**src/menu_nav_pkg.sv**
```systemverilog
// shared constants, state codes and carrier types of the keypad menu navigator
package menu_nav_pkg;

  // timing at the 40 MHz system clock
  localparam int unsigned CLK_PERIOD_NS   = 25;
  localparam int unsigned DEBOUNCE_NS     = 5_000_000;   // 5 ms contact settle time
  localparam int unsigned DEBOUNCE_CYC    = (DEBOUNCE_NS + CLK_PERIOD_NS - 1) / CLK_PERIOD_NS;
  localparam int unsigned BLINK_HALF_NS   = 250_000_000; // 250 ms lamp blink half period
  localparam int unsigned BLINK_HALF_CYC  = BLINK_HALF_NS / CLK_PERIOD_NS;

  // key bit positions in the raw key vector
  localparam int unsigned NUM_KEYS = 7;
  localparam int unsigned K_RIGHT  = 0;
  localparam int unsigned K_BACK   = 1;
  localparam int unsigned K_RUN    = 2;
  localparam int unsigned K_STOP   = 3;
  localparam int unsigned K_CW     = 4;
  localparam int unsigned K_CCW    = 5;
  localparam int unsigned K_CLICK  = 6;

  // function code space, a code is {group, index}
  localparam logic [7:0]  GROUP_MAX          = 8'h1F;
  localparam logic [7:0]  INDEX_MAX          = 8'h63;
  localparam logic [15:0] FIRST_FUNCTION_CODE = 16'h0000;
  localparam logic [7:0]  SHORTCUT_SLOT_GROUP = 8'h0B;
  localparam logic [7:0]  FAULT_RECORD_GROUP  = 8'h13;
  localparam logic [7:0]  VERSION_GROUP       = 8'h1A;
  localparam logic [7:0]  SHORTCUT_SLOTS      = 8'h20;  // 32 slots, 0..31
  localparam logic [15:0] SEARCH_LIMIT        = 16'h2000;

  // display items and cursor range
  localparam logic [2:0]  MON_ITEMS   = 3'h5;
  localparam logic [2:0]  FAULT_ITEMS = 3'h5;
  localparam logic [1:0]  CURSOR_MAX  = 2'h3;

  // unit lamp items shared by monitoring and fault view
  localparam logic [2:0]  ITEM_FREQ    = 3'h1;
  localparam logic [2:0]  ITEM_CURRENT = 3'h2;
  localparam logic [2:0]  ITEM_VOLTAGE = 3'h3;

  typedef enum logic [3:0] {
    LVL_MONITOR = 4'h1,
    LVL_MODESEL = 4'h2,
    LVL_CODESEL = 4'h4,
    LVL_EDIT    = 4'h8
  } level_t;

  typedef enum logic [4:0] {
    MODE_FULL     = 5'h01,
    MODE_SHORTCUT = 5'h02,
    MODE_NONDEF   = 5'h04,
    MODE_FAULT    = 5'h08,
    MODE_VERSION  = 5'h10
  } mode_t;

  typedef struct packed {
    logic click;
    logic ccw;
    logic cw;
    logic stop;
    logic run;
    logic back;
    logic right;
  } key_evt_t;

  typedef struct packed {
    logic keypad_ctrl;
    logic running;
    logic decelerating;
    logic reverse;
    logic protection;
  } drive_status_t;

  typedef struct packed {
    logic unit_hz;
    logic unit_a;
    logic unit_v;
    logic reverse_direction_lamp;
    logic run_lamp;
    logic protect_lamp;
  } lamp_t;

  typedef struct packed {
    level_t      level;
    mode_t       mode;
    logic [15:0] code;
    logic [15:0] value;
    logic [1:0]  cursor;
    logic        flash;
    logic [2:0]  mon_item;
    logic [2:0]  fault_item;
    logic        busy;
  } disp_t;

endpackage

```
**src/menu_navigator.sv**
```systemverilog
// keypad menu navigator: key debounce, menu levels, edit, save stepping and lamps
`timescale 1ns/1ps
`default_nettype none

// How it works
// four menu levels, monitoring up to edit
// five display modes selectable at mode selection
// reset starts at monitoring, first item
// back climbs to mode select, else steps down
// full mode: confirm to codes, then edit
// save only on confirm; full moves next
// shortcut save moves to next slot
// other modes step to their next code
// back at edit drops the pending value
// fresh shortcut slot shows first code, cursor low
// shortcut list is slots 0 to 31
// shift ignored at list-mode code selection
// modifiable code flashes lowest digit on entry
// changed list shows first differing code, steps
// fault view lists only fault record group
// shift cycles fault items during protection
// keypad control: run starts, stop clears fault
// direction lamp lit during reverse running
// run lamp steady, blinking on decel, off
// protection lamp lit in protection state
// unit lamps follow the displayed quantity
// knob turns step items, click goes up
// every key debounced, one pulse per press
module menu_navigator
  import menu_nav_pkg::*;
#(
  parameter int unsigned DEB_CYCLES   = DEBOUNCE_CYC,
  parameter int unsigned BLINK_CYCLES = BLINK_HALF_CYC
) (
  input  wire logic [NUM_KEYS-1:0] keys_n,
  input  wire logic                clk,
  input  wire logic                resetn,
  input  wire drive_status_t       drive,
  input  wire logic [15:0]         store_rdata,
  input  wire logic                store_nondef,
  input  wire logic                store_modifiable,
  output var  disp_t               disp,
  output var  lamp_t               lamps,
  output logic [15:0]              query_code,
  output logic                     save_req,
  output logic [15:0]              save_code,
  output logic [15:0]              save_value,
  output logic                     run_req,
  output logic                     stop_req,
  output logic                     fault_clear
);

  // step a code inside its group or across the whole code space
  function automatic logic [15:0] step_code(input logic [15:0] c, input logic up,
                                            input logic one_group);
    logic [7:0] g;
    logic [7:0] i;
    g = c[15:8];
    i = c[7:0];
    if (up) begin
      if (i == INDEX_MAX) begin
        i = 8'h00;
        if (!one_group) g = (g == GROUP_MAX) ? 8'h00 : g + 8'h01;
      end else begin
        i = i + 8'h01;
      end
    end else begin
      if (i == 8'h00) begin
        i = INDEX_MAX;
        if (!one_group) g = (g == 8'h00) ? GROUP_MAX : g - 8'h01;
      end else begin
        i = i - 8'h01;
      end
    end
    return {g, i};
  endfunction

  // step a small item counter with wrap
  function automatic logic [2:0] step_item(input logic [2:0] v, input logic [2:0] n);
    return (v == n - 3'h1) ? 3'h0 : v + 3'h1;
  endfunction

  // debounce: each raw line must hold a new level for DEB_CYCLES before it is taken
  logic [NUM_KEYS-1:0] stable_r;
  logic [NUM_KEYS-1:0] press;
  genvar k;
  generate
    for (k = 0; k < NUM_KEYS; k++) begin : g_deb
      logic [31:0] cnt_r;
      wire         raw_pressed = ~keys_n[k];
      // any bounce restarts the settle window
      always_ff @(posedge clk or negedge resetn) begin
        if (!resetn) begin
          cnt_r       <= 32'h0;
          stable_r[k] <= 1'b0;
        end else if (raw_pressed == stable_r[k]) begin
          cnt_r <= 32'h0;
        end else if (cnt_r >= DEB_CYCLES - 1) begin
          cnt_r       <= 32'h0;
          stable_r[k] <= raw_pressed;
        end else begin
          cnt_r <= cnt_r + 32'h1;
        end
      end
      // one pulse on the debounced press edge only
      assign press[k] = (cnt_r >= DEB_CYCLES - 1) && raw_pressed && !stable_r[k];
    end
  endgenerate

  // registered key events, one cycle each
  key_evt_t ev_r;
  always_ff @(posedge clk or negedge resetn) begin
    if (!resetn) ev_r <= '0;
    else         ev_r <= press;
  end

  // menu state
  level_t      level_r;
  mode_t       mode_r;
  logic [15:0] code_r;
  logic [15:0] edit_r;
  logic [1:0]  cursor_r;
  logic        flash_r;
  logic [2:0]  mon_item_r;
  logic [2:0]  fault_item_r;
  logic        search_r;
  logic        search_up_r;
  logic        search_skip_r;
  logic [15:0] search_cnt_r;

  // mode-dependent decoding used by several branches
  wire is_full   = (mode_r == MODE_FULL);
  wire is_short  = (mode_r == MODE_SHORTCUT);
  wire is_nondef = (mode_r == MODE_NONDEF);
  wire is_fault  = (mode_r == MODE_FAULT);
  wire knob_turn = ev_r.cw | ev_r.ccw;
  wire step_lvl  = ev_r.click;
  wire list_mode = is_short | is_nondef | is_fault;
  wire [4:0] mode_up = {mode_r[3:0], mode_r[4]};
  wire [4:0] mode_dn = {mode_r[0], mode_r[4:1]};

  // neighbours wrap at both ends
  wire [7:0] slot_up = (code_r[7:0] == SHORTCUT_SLOTS - 8'h01) ? 8'h00 : code_r[7:0] + 8'h01;
  wire [7:0] slot_dn = (code_r[7:0] == 8'h00) ? SHORTCUT_SLOTS - 8'h01 : code_r[7:0] - 8'h01;
  wire [7:0] grp_up  = (code_r[15:8] == GROUP_MAX) ? 8'h00 : code_r[15:8] + 8'h01;
  wire [7:0] grp_dn  = (code_r[15:8] == 8'h00) ? GROUP_MAX : code_r[15:8] - 8'h01;

  // digit weight and neighbouring codes
  wire [15:0] digit  = 16'h0001 << {cursor_r, 2'b00};
  wire [15:0] code_fwd_grp = step_code(code_r, 1'b1, 1'b1);
  wire [15:0] code_fwd_all = step_code(code_r, 1'b1, 1'b0);
  wire [15:0] code_knob_grp = step_code(code_r, ev_r.cw, 1'b1);
  wire [15:0] code_knob_all = step_code(code_r, ev_r.cw, 1'b0);

  // a save skips its own code in the scan
  wire search_hit  = !search_skip_r && store_nondef;
  wire search_over = (search_cnt_r == SEARCH_LIMIT);
  wire can_save    = flash_r && step_lvl;

  // menu state machine; the nondefault search owns the code while it runs
  always_ff @(posedge clk or negedge resetn) begin
    if (!resetn) begin
      level_r       <= LVL_MONITOR;
      mode_r        <= MODE_FULL;
      code_r        <= FIRST_FUNCTION_CODE;
      edit_r        <= 16'h0000;
      cursor_r      <= 2'h0;
      flash_r       <= 1'b0;
      mon_item_r    <= 3'h0;
      fault_item_r  <= 3'h0;
      search_r      <= 1'b0;
      search_up_r   <= 1'b1;
      search_skip_r <= 1'b0;
      search_cnt_r  <= 16'h0000;
      save_req      <= 1'b0;
      save_code     <= 16'h0000;
      save_value    <= 16'h0000;
    end else begin
      save_req <= 1'b0;
      if (search_r) begin
        // keys are ignored while scanning, the scan ends within SEARCH_LIMIT + 1 cycles
        if (search_hit || search_over) begin
          search_r <= 1'b0;
        end else begin
          code_r        <= step_code(code_r, search_up_r, 1'b0);
          search_skip_r <= 1'b0;
          search_cnt_r  <= search_cnt_r + 16'h0001;
        end
      end else begin
        unique case (level_r)
          LVL_MONITOR: begin
            if (ev_r.back) level_r <= LVL_MODESEL;
            else if (ev_r.right) mon_item_r <= step_item(mon_item_r, MON_ITEMS);
          end
          LVL_MODESEL: begin
            if (ev_r.back) begin
              level_r <= LVL_MONITOR;
            end else if (knob_turn) begin
              mode_r <= mode_t'(ev_r.cw ? mode_up : mode_dn);
            end else if (step_lvl) begin
              level_r  <= LVL_CODESEL;
              cursor_r <= 2'h0;
              unique case (mode_r)
                MODE_FULL:     code_r <= FIRST_FUNCTION_CODE;
                MODE_SHORTCUT: code_r <= {SHORTCUT_SLOT_GROUP, 8'h00};
                MODE_FAULT:    code_r <= {FAULT_RECORD_GROUP, 8'h00};
                MODE_VERSION:  code_r <= {VERSION_GROUP, 8'h00};
                MODE_NONDEF: begin
                  code_r        <= FIRST_FUNCTION_CODE;
                  search_r      <= 1'b1;
                  search_up_r   <= 1'b1;
                  search_skip_r <= 1'b0;
                  search_cnt_r  <= 16'h0000;
                end
              endcase
            end
          end
          LVL_CODESEL: begin
            if (ev_r.back) begin
              level_r <= LVL_MODESEL;
            end else if (step_lvl) begin
              level_r  <= LVL_EDIT;
              edit_r   <= store_rdata;
              cursor_r <= 2'h0;
              flash_r  <= store_modifiable;
              fault_item_r <= 3'h0;
            end else if (ev_r.right && !list_mode) begin
              cursor_r <= {1'b0, ~cursor_r[0]}; // full mode picks group or index
            end else if (knob_turn) begin
              if (is_short) begin
                code_r[7:0] <= ev_r.cw ? slot_up : slot_dn;
              end else if (is_nondef) begin
                code_r        <= code_knob_all;
                search_r      <= 1'b1;
                search_up_r   <= ev_r.cw;
                search_skip_r <= 1'b0;
                search_cnt_r  <= 16'h0000;
              end else if (is_full && cursor_r[0]) begin
                code_r[15:8] <= ev_r.cw ? grp_up : grp_dn;
              end else if (is_full) begin
                code_r <= code_knob_all;
              end else begin
                code_r <= code_knob_grp;
              end
            end
          end
          LVL_EDIT: begin
            if (ev_r.back) begin
              level_r <= LVL_CODESEL; // pending edit_r is simply dropped
              flash_r <= 1'b0;
              cursor_r <= 2'h0; // stale edit cursor would steer the knob
            end else if (can_save) begin
              save_req   <= 1'b1;
              save_code  <= code_r;
              save_value <= edit_r;
              level_r    <= LVL_CODESEL;
              cursor_r   <= 2'h0;
              flash_r    <= 1'b0;
              unique case (mode_r)
                MODE_FULL:     code_r <= code_fwd_all;
                MODE_SHORTCUT: code_r[7:0] <= slot_up;
                MODE_FAULT:    code_r <= code_fwd_grp;
                MODE_VERSION:  code_r <= code_fwd_grp;
                MODE_NONDEF: begin
                  search_r      <= 1'b1;
                  search_up_r   <= 1'b1;
                  search_skip_r <= 1'b1;
                  search_cnt_r  <= 16'h0000;
                end
              endcase
            end else if (ev_r.right && is_fault && drive.protection) begin
              fault_item_r <= step_item(fault_item_r, FAULT_ITEMS);
            end else if (ev_r.right && flash_r) begin
              cursor_r <= (cursor_r == CURSOR_MAX) ? 2'h0 : cursor_r + 2'h1;
            end else if (knob_turn && flash_r) begin
              edit_r <= ev_r.cw ? edit_r + digit : edit_r - digit;
            end
          end
        endcase
      end
    end
  end

  // run, stop and reset requests from the keypad when it owns the command source
  always_ff @(posedge clk or negedge resetn) begin
    if (!resetn) begin
      run_req     <= 1'b0;
      stop_req    <= 1'b0;
      fault_clear <= 1'b0;
    end else begin
      run_req     <= drive.keypad_ctrl && ev_r.run && !drive.protection;
      stop_req    <= drive.keypad_ctrl && ev_r.stop;
      fault_clear <= drive.keypad_ctrl && ev_r.stop && drive.protection;
    end
  end

  // blink enable divider; a slow toggle is cheaper than a wide phase compare
  logic [31:0] blink_cnt_r;
  logic        blink_r;
  always_ff @(posedge clk or negedge resetn) begin
    if (!resetn) begin
      blink_cnt_r <= 32'h0;
      blink_r     <= 1'b0;
    end else if (blink_cnt_r >= BLINK_CYCLES - 1) begin
      blink_cnt_r <= 32'h0;
      blink_r     <= ~blink_r;
    end else begin
      blink_cnt_r <= blink_cnt_r + 32'h1;
    end
  end

  // which quantity is on the display decides the unit lamp
  // items past voltage light no unit lamp
  wire       fault_shown = (level_r == LVL_EDIT) && is_fault && drive.protection;
  wire [2:0] shown_item  = fault_shown ? fault_item_r :
                           (level_r == LVL_MONITOR) ? mon_item_r + 3'h1 : 3'h0;

  // lamps are registered so every lamp pin comes from a flop
  always_ff @(posedge clk or negedge resetn) begin
    if (!resetn) begin
      lamps <= '0;
    end else begin
      lamps.unit_hz   <= (shown_item == ITEM_FREQ);
      lamps.unit_a    <= (shown_item == ITEM_CURRENT);
      lamps.unit_v    <= (shown_item == ITEM_VOLTAGE);
      lamps.reverse_direction_lamp <= drive.running && drive.reverse;
      lamps.run_lamp  <= drive.running && (!drive.decelerating || blink_r);
      lamps.protect_lamp <= drive.protection;
    end
  end

  // display and store address are the state flops themselves
  assign disp = '{level: level_r, mode: mode_r, code: code_r, value: edit_r,
                  cursor: cursor_r, flash: flash_r, mon_item: mon_item_r,
                  fault_item: fault_item_r, busy: search_r};
  assign query_code = code_r;

endmodule

`default_nettype wire

```
**config.mk**
```make
export PLATFORM = sky130hd
export DESIGN_NAME = menu_navigator
export DESIGN_NICKNAME = d
export VERILOG_FILES = /design/src/menu_nav_pkg.sv /design/src/menu_navigator.sv
export SDC_FILE = /design/constraint.sdc
export NUM_CORES = 1
export LEC_CHECK = 0
export BUFFER_PORTS_ARGS = -buffer_cell sky130_fd_sc_hd__buf_2
export CORE_UTILIZATION = 40
export CTS_CLUSTER_SIZE = 40
export DETAILED_ROUTE_END_ITERATION = 12
export MAX_ROUTING_LAYER = met4
export SLEW_MARGIN = 20
export SYNTH_ARGS = -nofsm -noshare
export SYNTH_HDL_FRONTEND = slang
export SYNTH_SLANG_ARGS = --single-unit
```
**constraint.sdc**
```tcl
create_clock -name clk -period 4.91 [get_ports clk]
set_input_delay 0 -clock clk [delete_from_list [all_inputs] [get_ports clk]]
set_output_delay 0 -clock clk [all_outputs]
set_load 0.02 [all_outputs]
```
==> run_summary.xml, run 1 <==
<?xml version="1.0" encoding="UTF-8"?>
<metrics>
  <group name="logic_synthesis">
    <metric name="yosys.cell_types.count" unit="">78</metric>
    <metric name="ys_warn_count" unit="">0</metric>
    <metric name="synth_sequential_area_ratio" unit="%">52.6</metric>
    <metric name="yosys.area.top_type" unit="">dfrtp_1</metric>
    <metric name="yosys.area.top_type_share" unit="%">52.2</metric>
    <metric name="number_of_flops_mapped_to_enable_cells_by_yosys" unit="">0</metric>
    <metric name="async_flop_share" unit="%">100</metric>
    <metric name="ys_seq_elements" unit="">382</metric>
    <metric name="synth.avg_cell_area" unit="um2">9.80</metric>
    <metric name="postSynthCellCount" unit="">1855</metric>
    <metric name="synth-main-ff-cell" unit="">dfrtp_1</metric>
    <metric name="post_synth_main_area_contributors" unit="">dfrtp_1 (52%), nor2_1 (5.4%), nand2_1 (4.3%)</metric>
    <metric name="synth_area" unit="um2">18200</metric>
  </group>
  <group name="min_path">
    <metric name="holdCritStartpoint" unit="">store_nondef</metric>
    <metric name="min_path_type" unit="">input pin to flip-flop</metric>
    <metric name="worst_hold_path.num_cells" unit="">6</metric>
    <metric name="worstHoldEndpoint" unit="">search_cnt_r[0]</metric>
  </group>
  <group name="floorplanning">
    <metric name="fp.dieArea" unit="um2">46300</metric>
    <metric name="die_width" unit="um">215</metric>
    <metric name="std_cell_rows" unit="">77</metric>
    <metric name="core_area" unit="um2">44500</metric>
    <metric name="pin_count" unit="">141</metric>
    <metric name="die-height" unit="um">215</metric>
    <metric name="initial_utilization" unit="%">40.9</metric>
  </group>
  <group name="global_route">
    <metric name="overflow" unit="">0</metric>
    <metric name="grt_antenna_before_repair" unit="">1</metric>
    <metric name="grt_max_degree" unit="">125</metric>
    <metric name="via_count_of_the_first_global_routing_pass" unit="">13800</metric>
    <metric name="global_route_wire_length_before_repair" unit="um">68200</metric>
    <metric name="global_route_usage_over_all_layers" unit="%">18.3</metric>
  </group>
  <group name="timing">
    <metric name="slew_headroom" unit="%">43.1</metric>
    <metric name="fin_crit_sh" unit="%">68.2</metric>
    <metric name="final.setup.tns" unit="ps">0</metric>
    <metric name="fin_skew" unit="ps">24.0</metric>
    <metric name="layout_setup_ws" unit="ps">1560</metric>
    <metric name="slew_viol_final" unit="">0</metric>
    <metric name="final.min_clock_period" unit="ps">3350</metric>
    <metric name="setup_viol_count_final" unit="">0</metric>
    <metric name="timing_worst_slew_pin_value" unit="ps">852</metric>
    <metric name="timing.final.hold_violations" unit="">0</metric>
    <metric name="rsz0062_at_grt" unit="">false</metric>
    <metric name="fmax" unit="MHz">298</metric>
  </group>
  <group name="cells_and_area">
    <metric name="mostFrequentLayoutCell" unit="">dfrtp_1</metric>
    <metric name="design.final.nets" unit="">2167</metric>
    <metric name="utilization" unit="%">48.3</metric>
    <metric name="ratio_of_cells_with_drive_above_1_in_the_final_layout" unit="%">12.2</metric>
    <metric name="fin_area" unit="um2">21500</metric>
    <metric name="fill_cells" unit="">4223</metric>
    <metric name="layout_common_cells" unit="">dfrtp_1 (379), nor2_1 (264), nand2_1 (206)</metric>
    <metric name="area_growth_syn_to_layout" unit="%">18.2</metric>
  </group>
  <group name="worst_setup_path">
    <metric name="reg2reg_slack" unit="ps">1560</metric>
    <metric name="worst_ep_arrival_time" unit="ps">3790</metric>
    <metric name="critical_path.reg2reg.endpoint" unit="">edit_r[13]</metric>
    <metric name="crit_end_element" unit="">flip-flop</metric>
    <metric name="required" unit="ps">5350</metric>
    <metric name="cp_max_fo" unit="">7</metric>
    <metric name="worst-setup-path-type" unit="">flip-flop to flip-flop</metric>
    <metric name="crit-reg2reg-launch" unit="">cursor_r[0]</metric>
    <metric name="worstSetupStartpointType" unit="">flip-flop</metric>
    <metric name="cell_count_of_the_worst_reg_to_reg_path" unit="">12</metric>
  </group>
  <group name="clock_tree">
    <metric name="numClockSinks" unit="">382</metric>
    <metric name="clock_path_buffers" unit="">3</metric>
    <metric name="clock_tree_from_tritoncts" unit="">built</metric>
    <metric name="numCtsBuffers" unit="">43</metric>
    <metric name="clk_pin_slew_worst_paths" unit="ps">60</metric>
    <metric name="htree_levels" unit="">2</metric>
    <metric name="clockRootBuffer" unit="">clkbuf_16</metric>
    <metric name="clk_latency" unit="ps">560</metric>
  </group>
  <group name="placement">
    <metric name="place.gp.congestion" unit="">0.903</metric>
    <metric name="port_buffers" unit="">140</metric>
    <metric name="place.detailed.hpwl" unit="um">26900</metric>
    <metric name="dpl-instance-area" unit="um2">19700</metric>
    <metric name="dp_slack" unit="ps">1590</metric>
  </group>
  <group name="drt">
    <metric name="drt-vias-per-instance" unit="">5.13</metric>
    <metric name="route.detailed.drc" unit="">0</metric>
    <metric name="drt-wirelength-per-cell" unit="um">14.7</metric>
    <metric name="routed_via_count" unit="">13900</metric>
    <metric name="totalWireLength" unit="um">39900</metric>
    <metric name="detailedRoute.firstPassIterationCount" unit="">7</metric>
    <metric name="dr.first_iter.drc_count" unit="">940</metric>
    <metric name="count_of_nets_left_with_antenna_violations_after_detail_routing" unit="">0</metric>
  </group>
  <group name="pwr">
    <metric name="total_power" unit="mW">9.72</metric>
    <metric name="static-leakage-power" unit="nW">9.49</metric>
    <metric name="ir_drop" unit="mV">0.278</metric>
    <metric name="power_per_cell_area" unit="nW/um2">452</metric>
  </group>
  <group name="run_status">
    <metric name="run_status" unit="">complete, no violations</metric>
  </group>
  <group name="job">
    <metric name="max_cap_viol_count" unit="">0</metric>
  </group>
</metrics>
-- worst max-delay path, cell delays in order (launching register included) --
cell       delay (ps)
dfrtp_1           460
inv_1             140
ha_1              220
inv_1              60
ha_1              260
mux2_2            260
ha_1              330
o311a_1           360
a2111oi_0         600
nor2_1            110
a21oi_1           190
xor2_1            160
o21ai_0            80
-- cells by family after synthesis --
family          Yosys count  share of synthesized area [%]
compound gates          318                           11.3
xor+xnor                164                           7.90
fa+ha+maj                41                           2.86
buf+inv                 140                           3.49
flops                   382                           52.6
mux                      30                           1.84
other cells               1                         0.0206
simple gates            779                           20.0
-- cell usage after synthesis (5+ instances only) --
master,number
dfrtp_1,379
nor2_1,264
nand2_1,206
o21ai_0,97
xor2_1,88
nand3_1,87
xnor2_1,76
a21oi_1,69
clkbuf_1,58
and3_1,50
inv_1,44
ha_1,40
nor4_1,39
nor3_1,38
a31oi_1,31
nand4_1,28
buf_4,19
mux2_2,17
mux2i_1,12
a211oi_1,11
o31ai_1,11
or3_1,11
nor2b_1,10
buf_2,9
o211ai_1,8
a221oi_1,7
a311o_1,7
and2_1,7
nand2b_1,7
o31a_1,7
or4_1,7
a22oi_1,6
a311oi_1,6
o22ai_1,6
a21o_1,5
a22o_1,5
and4_1,5
o311a_1,5
-- timing repair --
item,CTS,global route
hold buffers,33,0
buffers inserted,0,0
gates resized for setup,0,0
endpoints found under the hold margin,214,0
endpoints found under the setup margin,0,0
-- stage by stage --
stage | instances | hold WS [ps]
finish | 2715 | 153
CTS | 2714 | 113
global placement | 2608 | -6.30
floorplan | 1960 | -296
global route | 2715 | 168
detailed placement | 2608 | -9.44
-- worst max-delay path by stage --
stage,start,to,cells past startpoint
2_1_floorplan,ev_r[4],edit_r[13],11
3_3_place_gp,cursor_r[0],edit_r[13],12
4_1_cts,cursor_r[0],edit_r[13],12
6_report,cursor_r[0],edit_r[13],12
3_5_place_dp,cursor_r[0],edit_r[13],12
5_1_grt,ev_r[4],edit_r[13],13
-- report_power, final --
part	switching, mW	internal, mW	total [mW]
logic	1.66	0.968	2.63
registers	0.371	3.43	3.80
clock network	1.26	2.03	3.29
total	3.29	6.43	9.72
-- registers in the layout, indices dropped and copies added, names as in the netlist, 2 cells and up --
name	cells
mode_r	5
lamps	6
save_value	16
save_code	16
stable_r	7
ev_r	6
mon_item_r	3
cursor_r	2
fault_item_r	3
level_r	4
search_cnt_r	16
edit_r	16
g_deb.cnt_r	224
blink_cnt_r	32
query_code	16
-- area by class of cell --
cell class	instances	area (um2)	area share, %
Tap cell	592	741	3.44
Timing Repair Buffer	184	1150	5.36
Sequential cell	382	9560	44.5
Clock buffer	59	1250	5.80
Clock inverter	14	224	1.04
Multi-Input combinational cell	1438	8400	39.1
Inverter	45	169	0.786
Antenna cell	1	2.50	0.0116
-- metal layers --
layer / GRT usage, % / share of wire, %
met2: 29.1 / 48
met5: - / 0
met1: 23.4 / 45
met4: 6.86 / 2.8
met3: 3.06 / 5.1
Power figures use the tool's default switching activity.
==> run 2, diff against run 1 <==
==> constraint.sdc (replaced) <==
create_clock -name clk -period 3.05 [get_ports clk]
set_input_delay 0 -clock clk [delete_from_list [all_inputs] [get_ports clk]]
set_output_delay 0 -clock clk [all_outputs]
set_load 0.02 [all_outputs]
==> run_summary.xml, run 2 (synthesis gave the netlist of run 1 again) <==
<?xml version="1.0" encoding="UTF-8"?>
<metrics>
  <group name="run_status">
    <metric name="run_status" unit="">complete, no violations</metric>
  </group>
  <group name="cells_and_area">
    <metric name="mostFrequentLayoutCell" unit="">dfrtp_1</metric>
    <metric name="utilization" unit="%">49.3</metric>
    <metric name="fin_area" unit="um2">21900</metric>
    <metric name="ratio_of_cells_with_drive_above_1_in_the_final_layout" unit="%">14.7</metric>
    <metric name="sequential_cell_area" unit="um2">9560</metric>
    <metric name="top_register" unit="">g_deb.cnt_r</metric>
    <metric name="layout_common_cells" unit="">dfrtp_1 (378), nor2_1 (264), nand2_1 (206)</metric>
    <metric name="multi_input_comb_area" unit="um2">8460</metric>
    <metric name="design.final.nets" unit="">2208</metric>
    <metric name="number_of_flip_flops_in_the_largest_register" unit="">224</metric>
    <metric name="top_regs" unit="">g_deb.cnt_r (224), blink_cnt_r (32)</metric>
    <metric name="area_growth_syn_to_layout" unit="%">20.6</metric>
    <metric name="fill_cells" unit="">4157</metric>
  </group>
  <group name="pwr">
    <metric name="ir_drop" unit="mV">0.482</metric>
    <metric name="power_per_cell_area" unit="nW/um2">734</metric>
    <metric name="total_power" unit="mW">16.1</metric>
    <metric name="static-leakage-power" unit="nW">9.73</metric>
  </group>
  <group name="global_route">
    <metric name="global_route_wire_length_before_repair" unit="um">69300</metric>
    <metric name="grt_antenna_before_repair" unit="">1</metric>
    <metric name="overflow" unit="">0</metric>
    <metric name="grt_max_degree" unit="">110</metric>
    <metric name="global_route_usage_over_all_layers" unit="%">18.6</metric>
    <metric name="via_count_of_the_first_global_routing_pass" unit="">13900</metric>
  </group>
  <group name="floorplanning">
    <metric name="initial_utilization" unit="%">40.9</metric>
    <metric name="std_cell_rows" unit="">77</metric>
    <metric name="core_area" unit="um2">44500</metric>
    <metric name="die-height" unit="um">215</metric>
    <metric name="fp.dieArea" unit="um2">46300</metric>
    <metric name="die_width" unit="um">215</metric>
    <metric name="pin_count" unit="">141</metric>
  </group>
  <group name="timing">
    <metric name="timing.final.hold_violations" unit="">0</metric>
    <metric name="final.setup.tns" unit="ps">0</metric>
    <metric name="timing_worst_slew_pin_value" unit="ps">870</metric>
    <metric name="setup_viol_count_final" unit="">0</metric>
    <metric name="fin_crit_sh" unit="%">94.8</metric>
    <metric name="final.min_clock_period" unit="ps">2890</metric>
    <metric name="slew_viol_final" unit="">0</metric>
    <metric name="whs" unit="ps">42.9</metric>
    <metric name="slew_headroom" unit="%">42.0</metric>
    <metric name="fmax" unit="MHz">346</metric>
    <metric name="fin_skew" unit="ps">26.8</metric>
  </group>
  <group name="drt">
    <metric name="routed_via_count" unit="">14100</metric>
    <metric name="drt-wirelength-per-cell" unit="um">14.8</metric>
    <metric name="drt-vias-per-instance" unit="">5.11</metric>
    <metric name="count_of_nets_left_with_antenna_violations_after_detail_routing" unit="">0</metric>
    <metric name="dr.first_iter.drc_count" unit="">970</metric>
    <metric name="detailedRoute.firstPassIterationCount" unit="">6</metric>
    <metric name="route.detailed.drc" unit="">0</metric>
    <metric name="totalWireLength" unit="um">40800</metric>
  </group>
  <group name="worst_setup_path">
    <metric name="worstSetupStartpointType" unit="">flip-flop</metric>
    <metric name="cpMaxStageDelayCell" unit="">dfrtp_2</metric>
    <metric name="worst-setup-path-type" unit="">flip-flop to flip-flop</metric>
    <metric name="path_cells" unit="">inv_1 -&gt; ha_2 -&gt; inv_1 -&gt; ha_1 -&gt; mux2_2 -&gt; ha_1 -&gt; o311a_4 -&gt; a2111oi_4 -&gt; nor2_1 -&gt; a21oi_1 -&gt; xor2_1 -&gt; o21ai_0</metric>
    <metric name="worst_ep_arrival_time" unit="ps">3330</metric>
    <metric name="critical_path.reg2reg.endpoint" unit="">edit_r[13]</metric>
    <metric name="reg2reg_slack" unit="ps">160</metric>
    <metric name="cp_max_fo" unit="">4</metric>
    <metric name="required" unit="ps">3490</metric>
    <metric name="critical-path-max-stage-delay" unit="ps">430</metric>
    <metric name="crit-reg2reg-launch" unit="">cursor_r[0]</metric>
    <metric name="cell_count_of_the_worst_reg_to_reg_path" unit="">12</metric>
    <metric name="crit_path_start" unit="">cursor_r[0]</metric>
    <metric name="crit_end_element" unit="">flip-flop</metric>
  </group>
  <group name="placement">
    <metric name="place.gp.congestion" unit="">0.937</metric>
    <metric name="dpl-instance-area" unit="um2">20000</metric>
    <metric name="place.detailed.hpwl" unit="um">27800</metric>
    <metric name="port_buffers" unit="">140</metric>
  </group>
  <group name="clock_tree">
    <metric name="htree_levels" unit="">2</metric>
    <metric name="clk_pin_slew_worst_paths" unit="ps">60</metric>
    <metric name="clock_path_buffers" unit="">3</metric>
    <metric name="numClockSinks" unit="">382</metric>
    <metric name="clock_tree_from_tritoncts" unit="">built</metric>
    <metric name="numCtsBuffers" unit="">42</metric>
    <metric name="clk_latency" unit="ps">570</metric>
    <metric name="clockRootBuffer" unit="">clkbuf_16</metric>
  </group>
  <group name="job">
    <metric name="max_cap_viol_count" unit="">0</metric>
  </group>
  <group name="min_path">
    <metric name="min_path_type" unit="">input pin to asynchronous set/reset pin</metric>
  </group>
</metrics>
-- run 2: changes by cell type in the layout (fill, tap and decap cells not counted), moves of 3 or more --
cell	delta
o21ai_0	-4
clkinv_2	+4
o21ai_1	+3
clkinvlp_4	+3
clkbuf_8	-3
buf_4	+42
buf_12	+3
-- run 2: final cells by class --
class                   instances  share of cell area [%]
multi-input cells            1438                    38.6
repair buffers                226                    6.82
inverters                      45                   0.770
clock buffers                  55                    5.48
clock inverters                23                    1.37
well taps                     592                    3.38
diodes                          1                  0.0114
flip-flops and latches        382                    43.6
-- run 2: worst max path at each step --
stage | cells past startpoint | slack, ps | end
final | 12 | 160 | edit_r[13]
after global routing | 12 | -1 | edit_r[13]
after CTS | 14 | 2 | edit_r[14]
after detailed placement | 12 | -3 | edit_r[13]
after global placement | 12 | 40 | edit_r[13]
after floorplan | 11 | 20 | edit_r[13]
-- run 2: what timing repair did --
| action | 4_1_cts | 5_1_grt |
|---|---|---|
| hold endpoints to repair | 424 | 0 |
| setup endpoints to repair | 1 | 8 |
| setup buffers | 0 | 1 |
| gates resized for setup | 1 | 14 |
| pin swaps | 0 | 3 |
| hold buffers | 32 | 0 |
-- run 2: stage by stage --
step	setup WS, ps	std cells
6_report	159	2762
2_1_floorplan	20.9	1960
3_5_place_dp	-3.19	2650
5_1_grt	-1.23	2762
3_3_place_gp	41.8	2650
4_1_cts	1.65	2760
-- run 2: power breakdown --
part / internal (mW) / switching, mW / leakage (nW)
Clock: 3.31 / 2.09 / 0.735
Sequential: 5.52 / 0.509 / 4.96
Combinational: 1.79 / 2.89 / 4.03
Total: 10.6 / 5.48 / 9.73
-- run 2: critical path: cells and delay by family (launching register included) --
kind / cells / cell delay [ps]
multiplexers: 1 / 260
AND/OR/NAND/NOR: 1 / 80
buffers and inverters: 2 / 120
flip-flops: 1 / 430
adder cells (fa/ha/maj): 3 / 730
AO/OA/AOI/OAI: 4 / 990
XOR/XNOR: 1 / 160
-- run 2: per-layer routing --
layer | vias up | global-route usage (%) | wire (um)
li1 | 6927 | - | -
met1 | 6827 | 24.2 | 18400
met2 | 282 | 29.2 | 19200
met3 | 79 | 3.26 | 1980
met4 | 0 | 6.83 | 1210
met5 | - | - | 0
==> run 3, diff against run 2 <==
--- a/config.mk
+++ b/config.mk
@@ -6,6 +6,7 @@
 export NUM_CORES = 1
 export LEC_CHECK = 0
 export BUFFER_PORTS_ARGS = -buffer_cell sky130_fd_sc_hd__buf_2
+export CORE_ASPECT_RATIO = 1.5
 export CORE_UTILIZATION = 40
 export CTS_CLUSTER_SIZE = 40
 export DETAILED_ROUTE_END_ITERATION = 12
==> constraint.sdc (replaced) <==
create_clock -name clk -period 3.7 [get_ports clk]
set_input_delay 0 -clock clk [delete_from_list [all_inputs] [get_ports clk]]
set_output_delay 0 -clock clk [all_outputs]
set_load 0.02 [all_outputs]
==> run_summary.xml, run 3 (synthesis gave the netlist of run 1 again) <==
<?xml version="1.0" encoding="UTF-8"?>
<metrics>
  <group name="drt">
    <metric name="route.detailed.drc" unit="">0</metric>
    <metric name="totalWireLength" unit="um">43100</metric>
    <metric name="drt-wirelength-per-cell" unit="um">15.9</metric>
    <metric name="routed_via_count" unit="">14200</metric>
    <metric name="detailedRoute.firstPassIterationCount" unit="">5</metric>
    <metric name="dr.first_iter.drc_count" unit="">938</metric>
    <metric name="drt-vias-per-instance" unit="">5.23</metric>
    <metric name="count_of_nets_left_with_antenna_violations_after_detail_routing" unit="">0</metric>
  </group>
  <group name="global_route">
    <metric name="via_count_of_the_first_global_routing_pass" unit="">14400</metric>
    <metric name="global_route_usage_over_all_layers" unit="%">19.5</metric>
    <metric name="overflow" unit="">0</metric>
    <metric name="grt_max_degree" unit="">113</metric>
    <metric name="global_route_wire_length_before_repair" unit="um">71100</metric>
    <metric name="grt_antenna_before_repair" unit="">3</metric>
  </group>
  <group name="worst_setup_path">
    <metric name="cp_max_fo" unit="">7</metric>
    <metric name="worst-setup-path-type" unit="">flip-flop to flip-flop</metric>
    <metric name="cell_count_of_the_worst_reg_to_reg_path" unit="">13</metric>
    <metric name="required" unit="ps">4120</metric>
    <metric name="crit_end_element" unit="">flip-flop</metric>
    <metric name="worst_ep_arrival_time" unit="ps">3670</metric>
    <metric name="worstSetupStartpointType" unit="">flip-flop</metric>
  </group>
  <group name="clock_tree">
    <metric name="clockRootBuffer" unit="">clkbuf_16</metric>
    <metric name="clk_pin_slew_worst_paths" unit="ps">70</metric>
    <metric name="clock_tree_from_tritoncts" unit="">built</metric>
    <metric name="numClockSinks" unit="">382</metric>
    <metric name="clock_path_buffers" unit="">3</metric>
    <metric name="numCtsBuffers" unit="">39</metric>
    <metric name="htree_levels" unit="">2</metric>
    <metric name="holdBufCountCts" unit="">32</metric>
    <metric name="post_cts_buffers" unit="">0</metric>
    <metric name="cts-resized-gates" unit="">0</metric>
    <metric name="clk_latency" unit="ps">550</metric>
  </group>
  <group name="cells_and_area">
    <metric name="design.final.nets" unit="">2175</metric>
    <metric name="fill_cells" unit="">4176</metric>
    <metric name="top_register" unit="">g_deb.cnt_r</metric>
    <metric name="number_of_flip_flops_in_the_largest_register" unit="">224</metric>
    <metric name="layout_common_cells" unit="">dfrtp_1 (379), nor2_1 (264), nand2_1 (206)</metric>
    <metric name="fin_cells" unit="">2716</metric>
    <metric name="fin_area" unit="um2">21500</metric>
    <metric name="top_regs" unit="">g_deb.cnt_r (224), blink_cnt_r (32)</metric>
    <metric name="ratio_of_cells_with_drive_above_1_in_the_final_layout" unit="%">12.6</metric>
    <metric name="mostFrequentLayoutCell" unit="">dfrtp_1</metric>
    <metric name="area_growth_syn_to_layout" unit="%">18.1</metric>
  </group>
  <group name="placement">
    <metric name="placed_cells_incl_taps" unit="">2611</metric>
    <metric name="place.gp.congestion" unit="">0.885</metric>
    <metric name="dpl-instance-area" unit="um2">19800</metric>
    <metric name="port_buffers" unit="">140</metric>
    <metric name="place.detailed.hpwl" unit="um">30200</metric>
    <metric name="dp_slack" unit="ps">412</metric>
  </group>
  <group name="floorplanning">
    <metric name="die_width" unit="um">176</metric>
    <metric name="std_cell_rows" unit="">95</metric>
    <metric name="die-height" unit="um">263</metric>
    <metric name="initial_utilization" unit="%">40.6</metric>
    <metric name="core_area" unit="um2">44800</metric>
    <metric name="fp.dieArea" unit="um2">46300</metric>
    <metric name="pin_count" unit="">141</metric>
  </group>
  <group name="pwr">
    <metric name="ir_drop" unit="mV">0.408</metric>
    <metric name="power_per_cell_area" unit="nW/um2">595</metric>
    <metric name="static-leakage-power" unit="nW">9.48</metric>
  </group>
  <group name="job">
    <metric name="max_cap_viol_count" unit="">0</metric>
  </group>
  <group name="timing">
    <metric name="whs" unit="ps">95.8</metric>
    <metric name="layout_setup_ws" unit="ps">448</metric>
    <metric name="final.min_clock_period" unit="ps">3250</metric>
    <metric name="slew_headroom" unit="%">25.7</metric>
    <metric name="fmax" unit="MHz">308</metric>
    <metric name="timing_worst_slew_pin_value" unit="ps">1100</metric>
    <metric name="setup_viol_count_final" unit="">0</metric>
    <metric name="fin_crit_sh" unit="%">87.9</metric>
    <metric name="rsz0062_at_grt" unit="">false</metric>
    <metric name="final.setup.tns" unit="ps">0</metric>
    <metric name="fin_skew" unit="ps">15.5</metric>
    <metric name="timing.final.hold_violations" unit="">0</metric>
    <metric name="slew_viol_final" unit="">0</metric>
  </group>
  <group name="min_path">
    <metric name="min_path_type" unit="">input pin to asynchronous set/reset pin</metric>
  </group>
  <group name="run_status">
    <metric name="run_status" unit="">complete, no violations</metric>
  </group>
</metrics>
-- run 3: changes by cell type in the layout (fill, tap and decap cells not counted), sizes merged --
| cell | delta |
|---|---|
| diode | +3 |
| inv | -1 |
| clkbuf | -7 |
| bufinv | -1 |
| buf | -31 |
| dlygate4sd3 | +1 |
-- run 3: final timing paths --
check / from / endpoint / slack (ps)
setup / recovery: cursor_r[0] / edit_r[13] / 450
hold / removal: resetn / g_deb[1].cnt_r[17] / 100
setup reg to reg: cursor_r[0] / edit_r[13] / 450
hold reg to reg: stable_r[3] / ev_r[3] / 480
max in group asynchronous: resetn / g_deb[5].cnt_r[4] / 2550
min in group clk: keys_n[3] / ev_r[3] / 190
-- run 3: critical path, cell delays in order, from the launching register on --
cell and delay [ps]:
dfrtp_1 460, inv_1 150, ha_1 210, inv_1 60
ha_1 260, mux2_2 260, ha_1 330, o311a_1 360
a2111oi_0 410, buf_4 180, nor2_1 40, a21oi_1 170
xor2_1 160, o21ai_0 90
-- run 3: per-stage QoR --
stage,util (%),total power [mW]
after floorplan,-,7.56
after CTS,47.9,12.9
after global placement,44.2,8.62
after detailed placement,44.2,8.68
after global routing,47.9,13.5
final,47.9,12.8
-- run 3: report_power, final --
part	total (mW)	internal (mW)	switching, mW
sequential	5.04	4.55	0.495
combinational	3.62	1.32	2.29
clock	4.13	2.44	1.68
total	12.8	8.31	4.47
-- run 3: cell type report --
cell class / count / area, um2 / share of cell area [%]
tap: 582 / 728 / 3.39
clock inverter: 21 / 270 / 1.26
multi-input combinational: 1438 / 8400 / 39.1
inverter: 45 / 169 / 0.787
timing repair buffer: 196 / 1250 / 5.82
sequential: 382 / 9560 / 44.5
clock buffer: 48 / 1080 / 5.04
antenna: 4 / 10.0 / 0.0466
-- run 3: per-layer routing --
metal,GRT usage [%],routed length [um],share of wire (%)
met5,-,0,0
met3,2.73,1950,4.5
met4,7.78,1540,3.6
met1,22.4,17700,41
met2,33.8,21900,51
